===== src/logic/burst_flash_consts.svh =====
// constants for the burst flash host bus block
`ifndef BURST_FLASH_CONSTS_SVH
`define BURST_FLASH_CONSTS_SVH
`define CLK_PERIOD_NS 10
`define T_READY_BUSY_US 20
`define T_READY_IDLE_NS 500
`define T_STANDBY_US 20
`define T_PROG_NS 11500
`define T_PROG_ACC_NS 4000
`define T_ERASE_MS 400
`define CYC_READY_BUSY ((`T_READY_BUSY_US * 1000) / `CLK_PERIOD_NS)
`define CYC_READY_IDLE (`T_READY_IDLE_NS / `CLK_PERIOD_NS)
`define CYC_STANDBY (((`T_STANDBY_US * 1000) + `CLK_PERIOD_NS - 1) / `CLK_PERIOD_NS)
`define CYC_PROG (`T_PROG_NS / `CLK_PERIOD_NS)
`define CYC_PROG_ACC (`T_PROG_ACC_NS / `CLK_PERIOD_NS)
`define CYC_ERASE ((`T_ERASE_MS * 1000000) / `CLK_PERIOD_NS)
`define BOUNDARY_MASK 6'h3f
`define BOUNDARY_OFFSET 6'h3e
`define BOUNDARY_STALL 2'h2
`define UNLOCK_LOW_BITS 16
`define LATENCY_RESET 4'h4
`define ASYNC_WAIT 4'h1
`endif


===== src/logic/burst_flash_pkg.sv =====
// types for the burst flash host bus block
package burst_flash_pkg;
    typedef enum logic [4:0] {
        IDLE = 5'b0_0001,
        WAIT = 5'b0_0010,
        BURST = 5'b0_0100,
        STALL = 5'b0_1000,
        ASYNC = 5'b1_0000
    } read_state_t;
    typedef enum logic [2:0] {
        READY = 3'b001,
        BUSY = 3'b010,
        RECOVER = 3'b100
    } op_state_t;
    typedef struct packed {
        logic [21:0] addr;
        logic [15:0] data;
        logic write;
    } bus_req_t;
endpackage


===== src/logic/burst_flash_host_bus.sv =====
// burst flash host bus protocol: burst and async reads, reset recovery, op timing
// Summary of operation
// - power saving on adds exactly one wait state before first burst word for latency counts 1 to 14
// - in linear bursts only, at a 64-word boundary insert two stall cycles, shown on ready low
// - initial latency follows the programmed total clock-cycle count
// - reset during program or erase aborts, read mode within 20 us
// - reset while idle also waits out the 20 us busy recovery count before read mode
// - standby is set while reset is held, whatever the hold time, and clears after release
// - word program lasts 11.5 us, accelerated 4 us
// - sector erase lasts 0.4 s, preprogramming excluded
// - reads of another bank proceed during a write with no extra latency
// - unlock cycles decode only address bits below A16
// - async reads latch the address on rising edge of address valid
// - burst captures strobe and address on a clock edge, words follow
// - data, power-saving and ready outputs drive only with output enable
// - boundaries every 64 words from 3Eh, and also at address zero
// - wrapped bursts wrap within the aligned word group
`timescale 1ns/1ns
`include "burst_flash_consts.svh"
module burst_flash_host_bus #(
    parameter int ADDR_W = 22,
    parameter int DATA_W = 16,
    parameter int BANK_W = 2,
    parameter int CYC_READY_BUSY = `CYC_READY_BUSY,
    parameter int CYC_STANDBY = `CYC_STANDBY,
    parameter int CYC_PROG = `CYC_PROG,
    parameter int CYC_PROG_ACC = `CYC_PROG_ACC,
    parameter int CYC_ERASE = `CYC_ERASE
) (
    input wire logic clk,
    input wire logic rst_n,
    input wire logic chipEnable_n,
    input wire logic outputEnable_n,
    input wire logic address_valid_strobe_n,
    input wire logic syncMode,
    input wire logic powerSaveEnable,
    input wire logic [3:0] latencyCount,
    input wire logic [1:0] wrapMode,
    input wire logic accelerate,
    input wire logic unlockCycle,
    input wire logic startProgram,
    input wire logic startErase,
    input wire logic [BANK_W-1:0] opBank,
    input wire logic [ADDR_W-1:0] addrIn,
    input wire logic [DATA_W-1:0] arrayData,
    output logic [ADDR_W-1:0] arrayAddr,
    output logic [DATA_W-1:0] dataOut,
    output logic dataOe,
    output logic ready,
    output logic power_saving_wait,
    output logic busyBank,
    output logic [BANK_W-1:0] busyBankId,
    output logic readMode,
    output logic standby,
    output logic [ADDR_W-1:0] commandAddr
);
    localparam int CNT_W = 32;
    burst_flash_pkg::read_state_t rdState, next_rdState;
    burst_flash_pkg::op_state_t opState, next_opState;
    logic [ADDR_W-1:0] addr, next_addr, startAddr, next_startAddr;
    logic [3:0] waitCnt, next_waitCnt;
    logic [1:0] stallCnt, next_stallCnt;
    logic [DATA_W-1:0] next_dataOut;
    logic next_dataOe, next_ready, next_ps;
    logic [CNT_W-1:0] opCnt, next_opCnt, rstCnt, next_rstCnt;
    logic next_busyBank, next_readMode, next_standby;
    logic [BANK_W-1:0] next_busyBankId;
    logic [ADDR_W-1:0] next_commandAddr, next_arrayAddr;
    logic avdPrev, wasBusy, next_wasBusy;
    logic [ADDR_W-1:0] nextWord;
    logic atBoundary;

    // address step with wrap in 8/16/32 word groups
    always_comb begin
        nextWord = addr + ADDR_W'(1);
        unique case (wrapMode)
            2'h1: nextWord = {addr[ADDR_W-1:3], 3'(addr[2:0] + 3'h1)};
            2'h2: nextWord = {addr[ADDR_W-1:4], 4'(addr[3:0] + 4'h1)};
            2'h3: nextWord = {addr[ADDR_W-1:5], 5'(addr[4:0] + 5'h1)};
            default: nextWord = addr + ADDR_W'(1);
        endcase
        atBoundary = (addr[5:0] == `BOUNDARY_OFFSET) || (addr == '0);
    end

    // read path state
    always_comb begin
        next_rdState = rdState;
        next_addr = addr;
        next_startAddr = startAddr;
        next_waitCnt = waitCnt;
        next_stallCnt = stallCnt;
        next_arrayAddr = arrayAddr;
        unique case (rdState)
            burst_flash_pkg::IDLE: begin
                if (!chipEnable_n && !address_valid_strobe_n && syncMode) begin
                    next_addr = addrIn;
                    next_startAddr = addrIn;
                    next_waitCnt = latencyCount + (powerSaveEnable ? 4'h1 : 4'h0);
                    next_rdState = burst_flash_pkg::WAIT;
                end else if (!chipEnable_n && address_valid_strobe_n && !avdPrev && !syncMode) begin
                    next_addr = addrIn;
                    next_waitCnt = `ASYNC_WAIT;
                    next_rdState = burst_flash_pkg::ASYNC;
                end
            end
            burst_flash_pkg::WAIT: begin
                next_arrayAddr = addr;
                if (waitCnt <= 4'h1) begin
                    next_rdState = burst_flash_pkg::BURST;
                end else begin
                    next_waitCnt = waitCnt - 4'h1;
                end
            end
            burst_flash_pkg::BURST: begin
                next_arrayAddr = nextWord;
                next_addr = nextWord;
                if (atBoundary && wrapMode == 2'h0) begin
                    next_stallCnt = `BOUNDARY_STALL;
                    next_rdState = burst_flash_pkg::STALL;
                end
            end
            burst_flash_pkg::STALL: begin
                next_stallCnt = stallCnt - 2'h1;
                if (stallCnt == 2'h1) begin
                    next_rdState = burst_flash_pkg::BURST;
                end
            end
            burst_flash_pkg::ASYNC: begin
                next_arrayAddr = addr;
                if (waitCnt != 4'h0) begin
                    next_waitCnt = waitCnt - 4'h1;
                end
                if (!address_valid_strobe_n) begin
                    next_rdState = burst_flash_pkg::IDLE;
                end
            end
        endcase
        if (chipEnable_n || opState == burst_flash_pkg::RECOVER) begin
            next_rdState = burst_flash_pkg::IDLE;
        end
    end

    // read path outputs, driven only while the bus is enabled
    always_comb begin
        next_dataOut = dataOut;
        next_ps = 1'b0;
        next_ready = 1'b0;
        next_dataOe = !chipEnable_n && !outputEnable_n;
        unique case (rdState)
            burst_flash_pkg::IDLE: begin
                next_ready = 1'b0;
            end
            burst_flash_pkg::WAIT: begin
                next_ps = powerSaveEnable && (waitCnt == 4'h1);
            end
            burst_flash_pkg::BURST: begin
                next_dataOut = arrayData;
                next_ready = 1'b1;
            end
            burst_flash_pkg::STALL: begin
                next_ready = 1'b0;
            end
            burst_flash_pkg::ASYNC: begin
                if (waitCnt == 4'h0) begin
                    next_dataOut = arrayData;
                    next_ready = 1'b1;
                end
            end
        endcase
        if (!next_dataOe) begin
            next_ready = 1'b0;
            next_ps = 1'b0;
        end
    end

    // unlock cycles keep only the low address bits
    always_comb begin
        next_commandAddr = commandAddr;
        if (unlockCycle) begin
            next_commandAddr = {{(ADDR_W-`UNLOCK_LOW_BITS){1'b0}},
                addrIn[`UNLOCK_LOW_BITS-1:0]};
        end
    end

    // embedded operation timing, reads stay available in other banks
    always_comb begin
        next_opState = opState;
        next_opCnt = opCnt;
        next_busyBank = busyBank;
        next_busyBankId = busyBankId;
        next_wasBusy = wasBusy;
        unique case (opState)
            burst_flash_pkg::READY: begin
                if (startProgram || startErase) begin
                    next_opState = burst_flash_pkg::BUSY;
                    next_busyBank = 1'b1;
                    next_busyBankId = opBank;
                    next_opCnt = startErase ? CNT_W'(CYC_ERASE) :
                        (accelerate ? CNT_W'(CYC_PROG_ACC) : CNT_W'(CYC_PROG));
                end
            end
            burst_flash_pkg::BUSY: begin
                if (opCnt <= CNT_W'(1)) begin
                    next_opState = burst_flash_pkg::READY;
                    next_busyBank = 1'b0;
                end else begin
                    next_opCnt = opCnt - CNT_W'(1);
                end
            end
            burst_flash_pkg::RECOVER: begin
                if (opCnt <= CNT_W'(1)) begin
                    next_opState = burst_flash_pkg::READY;
                end else begin
                    next_opCnt = opCnt - CNT_W'(1);
                end
            end
        endcase
    end

    // recovery after reset release
    always_comb begin
        next_rstCnt = rstCnt;
        next_readMode = (opState == burst_flash_pkg::READY);
        next_standby = 1'b0;
        if (rstCnt != '0) begin
            next_rstCnt = rstCnt - CNT_W'(1);
            next_readMode = 1'b0;
        end
    end

    // read path registers
    always_ff @(posedge clk or negedge rst_n) begin
        if (!rst_n) begin
            rdState <= burst_flash_pkg::IDLE;
            addr <= '0;
            startAddr <= '0;
            waitCnt <= `LATENCY_RESET;
            stallCnt <= '0;
            dataOut <= '0;
            dataOe <= 1'b0;
            ready <= 1'b0;
            power_saving_wait <= 1'b0;
            arrayAddr <= '0;
            avdPrev <= 1'b1;
        end else begin
            rdState <= next_rdState;
            addr <= next_addr;
            startAddr <= next_startAddr;
            waitCnt <= next_waitCnt;
            stallCnt <= next_stallCnt;
            dataOut <= next_dataOut;
            dataOe <= next_dataOe;
            ready <= next_ready;
            power_saving_wait <= next_ps;
            arrayAddr <= next_arrayAddr;
            avdPrev <= address_valid_strobe_n;
        end
    end

    // unlock address register
    always_ff @(posedge clk or negedge rst_n) begin
        if (!rst_n) begin
            commandAddr <= '0;
        end else begin
            commandAddr <= next_commandAddr;
        end
    end

    // embedded operation registers
    always_ff @(posedge clk or negedge rst_n) begin
        if (!rst_n) begin
            busyBank <= 1'b0;
            busyBankId <= '0;
            opState <= burst_flash_pkg::RECOVER;
            opCnt <= CNT_W'(CYC_READY_BUSY);
            wasBusy <= 1'b0;
        end else begin
            busyBank <= next_busyBank;
            busyBankId <= next_busyBankId;
            opState <= next_opState;
            opCnt <= next_opCnt;
            wasBusy <= next_wasBusy;
        end
    end

    // recovery registers, idle bound never longer than the busy bound
    always_ff @(posedge clk or negedge rst_n) begin
        if (!rst_n) begin
            readMode <= 1'b0;
            standby <= 1'b1;
            rstCnt <= CNT_W'((CYC_READY_BUSY < `CYC_READY_IDLE) ?
                CYC_READY_BUSY : `CYC_READY_IDLE);
        end else begin
            readMode <= next_readMode;
            standby <= next_standby;
            rstCnt <= next_rstCnt;
        end
    end
endmodule


===== config.mk =====
export PLATFORM = sky130hd
export DESIGN_NAME = burst_flash_host_bus
export DESIGN_NICKNAME = d
export VERILOG_FILES = /design/src/logic/burst_flash_pkg.sv /design/src/logic/burst_flash_host_bus.sv
export VERILOG_INCLUDE_DIRS = /design/src /design/src/logic
export SDC_FILE = /design/constraint.sdc
export NUM_CORES = 1
export LEC_CHECK = 0
export BUFFER_PORTS_ARGS = -buffer_cell sky130_fd_sc_hd__buf_2
export CAP_MARGIN = 0
export CORE_MARGIN = 3
export CORE_UTILIZATION = 54
export CTS_BUF_LIST = sky130_fd_sc_hd__clkbuf_8
export CTS_CLUSTER_SIZE = 28
export DETAILED_ROUTE_END_ITERATION = 8
export PLACE_DENSITY = 0.76
export REMOVE_ABC_BUFFERS = 1
export SETUP_SLACK_MARGIN = 0.15
export SLEW_MARGIN = 20
export SYNTH_ARGS = -nofsm -noshare
export SYNTH_HDL_FRONTEND = slang
export SYNTH_SLANG_ARGS = --single-unit
export TNS_END_PERCENT = 20

===== constraint.sdc =====
create_clock -name clk -period 2.57 [get_ports clk]
set_input_delay 0.771 -clock clk [delete_from_list [all_inputs] [get_ports clk]]
set_output_delay 0.771 -clock clk [all_outputs]
set_load 0.005 [all_outputs]

==> results of run 1 <==
==> per-stage QoR <==
step | cells | instance area [um^2] | worst slack [ns]
finish | 1203 | 9868 | 0.06919
global route | 1203 | 9868 | 0.02007
CTS | 1197 | 9749 | 0.09241
detailed placement | 1165 | 9341 | 0.05543
global placement | 1165 | 9341 | 0.1050
floorplan | 818 | 8152 | 0.05138
==> worst paths after layout <==
kind                               to  slack (ns)       start
hold / removal                  ready        0.20       rst_n
setup / recovery            rstCnt[7]        0.07  rstCnt[17]
hold reg to reg            rstCnt[27]        0.47  rstCnt[27]
max in group asynchronous    opCnt[9]        1.70       rst_n
min in group clk           rstCnt[27]        0.47  rstCnt[27]
setup reg to reg            rstCnt[7]        0.07  rstCnt[17]
==> final cells by class <==
cell class	instances	area, um^2	area share, %
flip-flops and latches	163	4096	41.51
multi-input cells	637	4051	41.05
repair buffers	169	1005	10.18
clock inverters	13	142.6	1.445
well taps	184	230.2	2.333
clock buffers	19	261.5	2.650
inverters	18	81.33	0.8241
==> worst max-delay path: stages (launching register included) <==
cell and delay (ns):
sky130_fd_sc_hd__dfrtp_1 0.40, sky130_fd_sc_hd__or4_4 0.56, sky130_fd_sc_hd__or4_4 0.46, sky130_fd_sc_hd__or4_4 0.61
sky130_fd_sc_hd__nand2b_4 0.13, sky130_fd_sc_hd__nor4_1 0.06, sky130_fd_sc_hd__xor2_1 0.15
==> synth_stat cells, types with 3 or more instances <==
cell                       count
sky130_fd_sc_hd__a211oi_1      6
sky130_fd_sc_hd__a21o_1        3
sky130_fd_sc_hd__a21oi_1      39
sky130_fd_sc_hd__a311oi_1      4
sky130_fd_sc_hd__a31oi_1      19
sky130_fd_sc_hd__and2_1        4
sky130_fd_sc_hd__and3_1       11
sky130_fd_sc_hd__and4_1        4
sky130_fd_sc_hd__buf_2         4
sky130_fd_sc_hd__buf_4         6
sky130_fd_sc_hd__clkbuf_1     32
sky130_fd_sc_hd__dfrtp_1     149
sky130_fd_sc_hd__dfstp_2      14
sky130_fd_sc_hd__ha_1         12
sky130_fd_sc_hd__inv_1        17
sky130_fd_sc_hd__mux2_2       36
sky130_fd_sc_hd__nand2_1      66
sky130_fd_sc_hd__nand2b_1     12
sky130_fd_sc_hd__nand3_1      35
sky130_fd_sc_hd__nand3b_1      6
sky130_fd_sc_hd__nand4_1       9
sky130_fd_sc_hd__nor2_1      109
sky130_fd_sc_hd__nor2b_1       4
sky130_fd_sc_hd__nor3_1       35
sky130_fd_sc_hd__nor3b_1       8
sky130_fd_sc_hd__nor4_1       18
sky130_fd_sc_hd__nor4_2        3
sky130_fd_sc_hd__o211ai_1      9
sky130_fd_sc_hd__o21a_1        7
sky130_fd_sc_hd__o21ai_0      40
sky130_fd_sc_hd__o21bai_1      3
sky130_fd_sc_hd__o221a_2       4
sky130_fd_sc_hd__o22a_1        5
sky130_fd_sc_hd__o22ai_1       7
sky130_fd_sc_hd__o311ai_0      8
sky130_fd_sc_hd__o31ai_1       4
sky130_fd_sc_hd__or2_2         4
sky130_fd_sc_hd__or3_1         8
sky130_fd_sc_hd__or4_1         9
sky130_fd_sc_hd__xnor2_1      29
sky130_fd_sc_hd__xor2_1       15
==> kinds of logic after synthesis <==
kind of cell | Yosys count | synth area share (%)
other | 1 | 0.04508
DFF | 163 | 49.25
AOI/OAI and AO/OA | 176 | 13.91
and+or+nand+nor | 360 | 22.16
adders and majority gates | 12 | 1.805
buffers and inverters | 61 | 3.084
muxes | 38 | 5.114
xor gates and xnor gates | 44 | 4.633
==> power groups by stage <==
stage | clock network (mW) | registers (mW) | logic (mW)
2_1_floorplan | 0 | 3.74 | 1.11
3_3_place_gp | 0 | 3.82 | 1.83
6_report | 1.91 | 3.81 | 1.90
3_5_place_dp | 0 | 3.84 | 1.89
4_1_cts | 1.96 | 3.79 | 1.90
5_1_grt | 2.07 | 3.92 | 2.14
==> sequential cells by signal (all words and copies together) (netlist names) <==
name / count
opCnt: 32
rstCnt: 32
addr: 22
arrayAddr: 22
commandAddr: 16
dataOut: 16
rdState: 5
waitCnt: 4
opState: 3
busyBankId: 2
stallCnt: 2
avdPrev: 1
busyBank: 1
dataOe: 1
power_saving_wait: 1
readMode: 1
ready: 1
standby: 1
==> routing by layer <==
layer | global-route usage [%] | vias up
met2 | 38.56 | 256
li1 | - | 3394
met5 | 0 | -
met3 | 5.362 | 24
met4 | 6.479 | 0
met1 | 34.08 | 3457
==> what timing repair did <==
action / CTS / global route
hold endpoints to repair: 0 / 0
setup endpoints to repair: 14 / 47
buffers inserted: 0 / 6
resized for setup: 1 / 13
pin swaps: 0 / 2
==> qor.txt, run 1 <==
global-route wire length before repair -> 32730 um
async set-reset flop share out of synthesis -> 100.0%
dominant synthesized flop cell -> sky130_fd_sc_hd__dfrtp_1
Clock Latency Late Sink -> 0.46 ns
clock-pin slew on the worst setup and hold paths -> 0.08 ns
status -> finished, final reports clean
total routing usage reported by global routing -> 24.30%
area of the mapped netlist -> 0.008318 mm^2
die area -> 0.01693 mm^2
Antenna Cells -> 0
num ports -> 125
clk sink count -> 163
initial antenna violation count -> 0
design internal power -> 5.127 mW
number of enable flip-flop cells after synthesis -> 0
initial core utilization -> 56.17%
startpoint class of the critical path -> register
number of CTS-inserted buffers -> 17
pin count of the biggest net entering global routing -> 38
net switching power figure -> 2.496 mW
placed wire-length estimate -> 14310 um
die width -> 130.1 um
most common library cell in the layout ignoring fill and taps -> sky130_fd_sc_hd__dfrtp_1
number of port buffers -> 118
via count of the first global-routing pass -> 6616
DR WL/cell -> 16.82 um
largest fanout on the critical path -> 6
TritonCTS clock tree -> built
count of distinct cell types in the synthesized netlist -> 71
critical path arrival -> 2.82 ns
most used cells in the layout excluding fill and tap cells -> sky130_fd_sc_hd__dfrtp_1 (149), sky130_fd_sc_hd__buf_2 (117), sky130_fd_sc_hd__nor2_1 (109)
Final TNS setup -> 0 ns
area share of the largest cell type after synthesis -> 44.83%
average size of a mapped cell -> 9.729 um^2
final hold violation count -> 0
relative contribution of combinational cells to total power -> 25.0%
type of the worst setup path -> register to register
critical path capture point type -> register
Yosys top cell by area -> sky130_fd_sc_hd__dfrtp_1
Final nets -> 1075
antenna viol nets, final -> 0
share of synthesized area occupied by flip-flops and latches -> 49.25%
clk root buf -> sky130_fd_sc_hd__clkbuf_8
met2 WL -> 9660 um
detailed route wirelength on metal3 -> 1274 um
part of the power in the clock network -> 25.1%
class of the tightest hold or removal check -> input port to async pin
area added between synthesis and finish -> 18.64%
unrepaired setup endpoints after global routing -> true
routed metal-1 wirelength -> 9090 um
core utilization of the finished layout -> 66.64%
count of mapped cells out of synthesis -> 855
maximum resistive drop on vdd -> 515.5 uV
Max-cap violations -> 0
share of total power consumed by net switching -> 32.74%
number of optimization iterations in the first detailed-route pass -> 7
core box area -> 0.01481 mm^2
yosys warns -> 0
total detailed-routing wirelength -> 20230 um
max-slew violation count -> 0
sequential power share -> 50.0%
Fillers -> 1195
pwr/cell area -> 772.4 mW/mm^2
tightest slew margin relative to the limit -> 37.74%
global placer's final weighted congestion -> 0.8909
CTS H-Tree Depth -> 4
number of remaining DRC errors -> 0
vertical die dimension -> 130.1 um
minimum period implied by the final worst setup slack -> 2.501 ns
layout cells sized above 1 -> 27.58%
fin crit share -> 97.31%
count of final setup violators -> 0
Max Clock Freq -> 0.3999 GHz
flops & latches, synth -> 163
global route total overflow -> 0
total design power -> 7.622 mW
Vias -> 7131
1st-iter DRT viols -> 779
leak pwr -> 4.627 nW
final worst hold slack -> 0.1955 ns
hold-fix buffers at CTS -> 0
depth of the worst register-to-register path -> 6
standard-cell rows -> 44
clk_skew -> 0.008580 ns
routed vias/inst -> 5.928
maximum buffer depth of the clock tree -> 2
required time at the worst-slack endpoint -> 2.89 ns
top cells by area, synth -> sky130_fd_sc_hd__dfrtp_1 (45%), sky130_fd_sc_hd__nor2_1 (4.9%), sky130_fd_sc_hd__mux2_2 (4.9%)
top sig layer -> met4
worst-margin pin slew -> 0.9304 ns
No activity file was read; power rests on OpenSTA's default activity.
==> run 2, diff against run 1 <==
--- a/config.mk
+++ b/config.mk
@@ -6,6 +6,7 @@
 export SDC_FILE = /design/constraint.sdc
 export NUM_CORES = 1
 export LEC_CHECK = 0
+export ABC_AREA = 1
 export BUFFER_PORTS_ARGS = -buffer_cell sky130_fd_sc_hd__buf_2
 export CAP_MARGIN = 0
 export CORE_MARGIN = 3
@@ -13,6 +14,7 @@
 export CTS_BUF_LIST = sky130_fd_sc_hd__clkbuf_8
 export CTS_CLUSTER_SIZE = 28
 export DETAILED_ROUTE_END_ITERATION = 8
+export MAX_ROUTING_LAYER = met4
 export PLACE_DENSITY = 0.76
 export REMOVE_ABC_BUFFERS = 1
 export SETUP_SLACK_MARGIN = 0.15
==> qor.txt, run 2 <==
number of optimization iterations in the first detailed-route pass -> 6
maximum resistive drop on vdd -> 553.9 uV
unrepaired setup endpoints after global routing -> false
core box area -> 0.01612 mm^2
area of placed instances -> 0.009863 mm^2
Clock Latency Late Sink -> 0.48 ns
clk sink count -> 163
1st-iter DRT viols -> 641
layout cells sized above 1 -> 18.59%
top cells by area, synth -> sky130_fd_sc_hd__dfrtp_1 (41%), sky130_fd_sc_hd__nand2_1 (14%), sky130_fd_sc_hd__nor2_1 (6.7%)
share of synthesized area occupied by flip-flops and latches -> 45.33%
final hold violation count -> 0
TritonCTS clock tree -> built
Final TNS setup -> 0 ns
DR WL/cell -> 14.52 um
count of final setup violators -> 0
flops & latches, synth -> 163
number of port buffers -> 118
global placer's final weighted congestion -> 0.9895
area of the mapped netlist -> 0.009037 mm^2
worst path cell trace -> nor2_1, nand3_1, nor2_1, nor2_2, inv_1, buf_4, nand2_1, nand2_1
sequential power share -> 46.0%
initial antenna violation count -> 0
antenna viol nets, final -> 0
number of enable flip-flop cells after synthesis -> 0
area share of the largest cell type after synthesis -> 41.26%
critical path capture point type -> register
clk_skew -> 0.01787 ns
critical path's largest stage delay -> 0.69 ns
placed wire-length estimate -> 16310 um
total detailed-routing wirelength -> 22120 um
global route total overflow -> 0
core utilization of the finished layout -> 63.60%
required time at the worst-slack endpoint -> 2.93 ns
total routing usage reported by global routing -> 25.87%
max-slew violation count -> 0
tightest slew margin relative to the limit -> 39.70%
leak pwr -> 5.462 nW
async set-reset flop share out of synthesis -> 100.0%
relative contribution of combinational cells to total power -> 32.4%
most used cells in the layout excluding fill and tap cells -> sky130_fd_sc_hd__nand2_1 (335), sky130_fd_sc_hd__nor2_1 (161), sky130_fd_sc_hd__dfrtp_1 (149)
num ports -> 125
startpoint class of the critical path -> register
fin crit share -> 85.34%
largest fanout on the critical path -> 18
net switching power figure -> 3.225 mW
routed vias/inst -> 5.351
maximum buffer depth of the clock tree -> 2
class of the tightest hold or removal check -> input port to async pin
minimum period implied by the final worst setup slack -> 2.193 ns
design area -> 0.01025 mm^2
yosys warns -> 0
leading cell type by number of instances after synthesis -> sky130_fd_sc_hd__nand2_1
average size of a mapped cell -> 7.731 um^2
clock-pin slew on the worst setup and hold paths -> 0.08 ns
via count of the first global-routing pass -> 7862
share of total power consumed by net switching -> 38.15%
die area -> 0.01832 mm^2
pin count of the biggest net entering global routing -> 54
Yosys top cell by area -> sky130_fd_sc_hd__dfrtp_1
initial core utilization -> 56.08%
count of mapped cells out of synthesis -> 1169
most common library cell in the layout ignoring fill and taps -> sky130_fd_sc_hd__nand2_1
dominant synthesized flop cell -> sky130_fd_sc_hd__dfrtp_1
number of remaining DRC errors -> 0
Regs by FF count -> opCnt (32), rstCnt (32)
design internal power -> 5.230 mW
standard-cell rows -> 46
post-CTS repair timing setup buffer count -> 0
area added between synthesis and finish -> 13.42%
worst-margin pin slew -> 0.9035 ns
vertical die dimension -> 135.4 um
Antenna Cells -> 0
global-route wire length before repair -> 37290 um
ranking of synthesized cells by instance count -> sky130_fd_sc_hd__nand2_1 (335), sky130_fd_sc_hd__nor2_1 (161), sky130_fd_sc_hd__dfrtp_1 (149)
pwr/cell area -> 824.9 mW/mm^2
count of distinct cell types in the synthesized netlist -> 45
Max Clock Freq -> 0.4560 GHz
die width -> 135.4 um
Max-cap violations -> 0
CTS H-Tree Depth -> 4
type of the worst setup path -> register to register
critical path's slowest cell -> sky130_fd_sc_hd__nor2_2
Final nets -> 1363
critical path arrival -> 2.55 ns
Vias -> 8150
part of the power in the clock network -> 21.6%
number of CTS-inserted buffers -> 17
status -> finished, final reports clean
final worst hold slack -> 0.2549 ns
clk root buf -> sky130_fd_sc_hd__clkbuf_8
==> run 2: cell count changes after synthesis, moves of 19 or more <==
cell | previous run | this run
sky130_fd_sc_hd__inv_1 | 17 | 100
sky130_fd_sc_hd__a22oi_1 | 2 | 28
sky130_fd_sc_hd__o21ai_0 | 40 | 66
sky130_fd_sc_hd__nor3_1 | 35 | 11
sky130_fd_sc_hd__a31oi_1 | 19 | 0
sky130_fd_sc_hd__nand3_1 | 35 | 78
sky130_fd_sc_hd__nor2_1 | 109 | 161
sky130_fd_sc_hd__clkbuf_1 | 32 | 8
sky130_fd_sc_hd__nand2_1 | 66 | 335
sky130_fd_sc_hd__mux2_2 | 36 | 15
==> run 2: layout make-up <==
class	count	area, um^2
Fill cell	1445	5866
Multi-Input combinational cell	876	4373
Sequential cell	163	4096
Timing Repair Buffer	133	734.5
Inverter	103	391.6
Clock buffer	20	275.3
Tap cell	216	270.3
Clock inverter	12	108.9
==> run 2: stage by stage <==
stage / worst slack, ns / instances / total power, mW
CTS: 0.3749 / 1523 / 8.486
global placement: 0.4412 / 1491 / 6.591
finish: 0.3769 / 1523 / 8.455
floorplan: -0.1388 / 1142 / 5.637
global route: 0.2126 / 1523 / 9.136
detailed placement: 0.3740 / 1491 / 6.663
==> run 2: metal layers <==
metal	routed length, um	GRT usage, %	share of wire [%]
met1	10140	33.73	46
met2	10480	41.95	47
met3	1061	3.640	4.8
met4	429	8.791	1.9
met5	0	-	0
==> run 2: critical path, delay by kind of cell, from the launching register on <==
| kind | cells | cell delay (ns) |
|---|---|---|
| buffers and inverters | 2 | 0.33 |
| DFF | 1 | 0.55 |
| and+or+nand+nor | 6 | 1.19 |
==> run 2: cells by family (layout without fill, tap and decap cells) <==
group / after synthesis / in the layout / share of synthesized area, %
compound gates: 150 / 150 / 9.539
simple gates: 655 / 655 / 31.41
flops: 163 / 163 / 45.33
mux: 15 / 15 / 1.869
xor+xnor: 37 / 37 / 3.586
buf+inv: 136 / 268 / 6.562
fa+ha+maj: 12 / 12 / 1.661
other cells: 1 / 7 / 0.04149
==> run 2: power groups by stage <==
stage | registers [mW] | logic [mW] | clock network (mW)
finish | 3.89 | 2.74 | 1.82
global route | 3.99 | 3.17 | 1.98
CTS | 3.88 | 2.75 | 1.86
detailed placement | 3.92 | 2.74 | 0
global placement | 3.91 | 2.68 | 0
floorplan | 3.82 | 1.82 | 0
==> run 2: timing repair <==
action,4_1_cts,5_1_grt
gates resized for setup,0,1
endpoints found under the hold margin,0,0
hold buffers,0,0
endpoints found under the setup margin,0,1
==> run 2: final timing paths <==
kind / startpoint / end / slack, ns / cells past startpoint
max: rdState[0] / dataOut[10] / 0.38 / 8
min: rst_n / waitCnt[0] / 0.25 / 1
max reg2reg: rdState[0] / dataOut[10] / 0.38 / 8
min reg2reg: dataOut[1] / dataOut[1] / 0.48 / 2
max in group asynchronous: rst_n / opCnt[10] / 1.59 / 2
min in group clk: address_valid_strobe_n / avdPrev / 0.44 / 1
==> run 3, diff against run 2 <==
--- a/config.mk
+++ b/config.mk
@@ -15,7 +15,7 @@
 export CTS_CLUSTER_SIZE = 28
 export DETAILED_ROUTE_END_ITERATION = 8
 export MAX_ROUTING_LAYER = met4
-export PLACE_DENSITY = 0.76
+export PLACE_DENSITY = 0.81
 export REMOVE_ABC_BUFFERS = 1
 export SETUP_SLACK_MARGIN = 0.15
 export SLEW_MARGIN = 20
==> qor.txt, run 3 (same netlist as run 2, synthesis figures left out) <==
Max-cap violations -> 0
family with the most delay on the worst path -> simple AND/OR/NAND/NOR gates
minimum period implied by the final worst setup slack -> 2.180 ns
placed cell count -> 1490
DR WL/cell -> 14.44 um
depth of the worst register-to-register path -> 9
clk root buf -> sky130_fd_sc_hd__clkbuf_8
max-slew violation count -> 0
critical path capture point type -> register
die width -> 135.4 um
leak pwr -> 5.473 nW
vertical die dimension -> 135.4 um
total design power -> 8.514 mW
standard-cell rows -> 46
hold-fix buffers at CTS -> 0
initial core utilization -> 56.08%
clk_skew -> 0.02399 ns
startpoint class of the critical path -> register
die area -> 0.01832 mm^2
via count of the first global-routing pass -> 7773
layout cells sized above 1 -> 18.38%
Antenna Cells -> 0
setup slack of the most critical reg-to-reg path -> 0.39 ns
count of final setup violators -> 0
worst path cell trace -> inv_2, nor3_4, nor2_8, inv_4, nand3_2, nand2_4, inv_4, o21ai_0, o21ai_2
Regs by FF count -> opCnt (32), rstCnt (32)
global-route wire length before repair -> 36630 um
clk sink count -> 163
pin count of the biggest net entering global routing -> 53
number of port buffers -> 118
core box area -> 0.01612 mm^2
number of buffers and inverters on the critical path -> 3
most common library cell in the layout ignoring fill and taps -> sky130_fd_sc_hd__nand2_1
status -> finished, final reports clean
Max Clock Freq -> 0.4588 GHz
num ports -> 125
antenna viol nets, final -> 0
area added between synthesis and finish -> 13.42%
number of optimization iterations in the first detailed-route pass -> 5
placed wire-length estimate -> 16420 um
class of the tightest hold or removal check -> input port to async pin
fin crit share -> 84.81%
startpoint of the worst register-to-register path -> opState[2]
post-CTS repair timing setup buffer count -> 0
CTS H-Tree Depth -> 4
maximum resistive drop on vdd -> 420.9 uV
required time at the worst-slack endpoint -> 2.91 ns
Clock Latency Late Sink -> 0.47 ns
critical path arrival -> 2.52 ns
total stage count of the critical path -> 9
total routing usage reported by global routing -> 25.32%
global route total overflow -> 0
clock-pin slew on the worst setup and hold paths -> 0.09 ns
destination of the critical timing path -> opCnt[12]
most used cells in the layout excluding fill and tap cells -> sky130_fd_sc_hd__nand2_1 (335), sky130_fd_sc_hd__nor2_1 (161), sky130_fd_sc_hd__dfrtp_1 (149)
largest fanout on the critical path -> 33
Final TNS setup -> 0 ns
CTS-repair resized insts -> 1
final hold violation count -> 0
TritonCTS clock tree -> built
critical path's slowest cell -> sky130_fd_sc_hd__dfstp_2
initial antenna violation count -> 0
total detailed-routing wirelength -> 21970 um
Most common cell on crit path -> sky130_fd_sc_hd__inv_4
1st-iter DRT viols -> 702
number of remaining DRC errors -> 0
critical path's largest stage delay -> 0.58 ns
pwr/cell area -> 830.6 mW/mm^2
Vias -> 8262
end of the worst register-to-register path -> opCnt[12]
tightest slew margin relative to the limit -> 56.04%
unrepaired setup endpoints after global routing -> false
routed vias/inst -> 5.428
number of cells in the finished layout apart from fillers -> 1522
worst-margin pin slew -> 0.6587 ns
origin of the worst setup path -> opState[2]
number of CTS-inserted buffers -> 17
global placer's final weighted congestion -> 0.9505
Final nets -> 1362
maximum buffer depth of the clock tree -> 2
type of the worst setup path -> register to register
==> run 3: changes by cell type in the layout (fill, tap and decap cells not counted), sizes merged <==
cell / delta
clkbuf: -2
clkinv: +2
clkinvlp: -2
buf: -1
bufinv: +1
inv: +1
==> run 3: how the worst min path moves through the flow <==
stage,start,end,depth (start not counted)
floorplan,rstCnt[13],rstCnt[13],1
global placement,dataOut[11],dataOut[11],2
detailed placement,dataOut[12],dataOut[12],2
CTS,rst_n,commandAddr[1],1
global route,rst_n,commandAddr[1],1
finish,rst_n,commandAddr[1],1
==> run 3: final cells by class <==
| class | count | area [um^2] |
|---|---|---|
| clock buffers | 18 | 247.7 |
| clock inverters | 14 | 141.4 |
| fillers | 1433 | 5866 |
| inverters | 103 | 391.6 |
| multi-input cells | 876 | 4375 |
| flip-flops and latches | 163 | 4096 |
| well taps | 216 | 270.3 |
| repair buffers | 132 | 726.9 |
==> run 3: per-layer routing <==
metal	share of wire, %	vias up	GRT usage (%)
met3	5.7	42	4.421
met1	45	3900	33.47
met5	0	-	-
met4	2.0	0	7.839
li1	-	4023	-
met2	47	297	40.29
==> run 3: report_power, final <==
part	internal [mW]	switching (mW)	total, mW
Combinational	1.09	1.66	2.75
Sequential	3.29	0.606	3.90
Clock	0.886	0.975	1.86
==> run 3: per-stage QoR <==
step	worst slack, ns	area [um^2]	util, %	hold WS, ns
final	0.3904	10250	63.60	0.2412
after global routing	0.2136	10250	63.60	0.2651
after CTS	0.3952	10250	63.60	0.2356
after detailed placement	0.006360	9856	61.16	0.4598
after global placement	0.1032	9856	61.16	0.4633
after floorplan	-0.1388	8859	-	0.4644
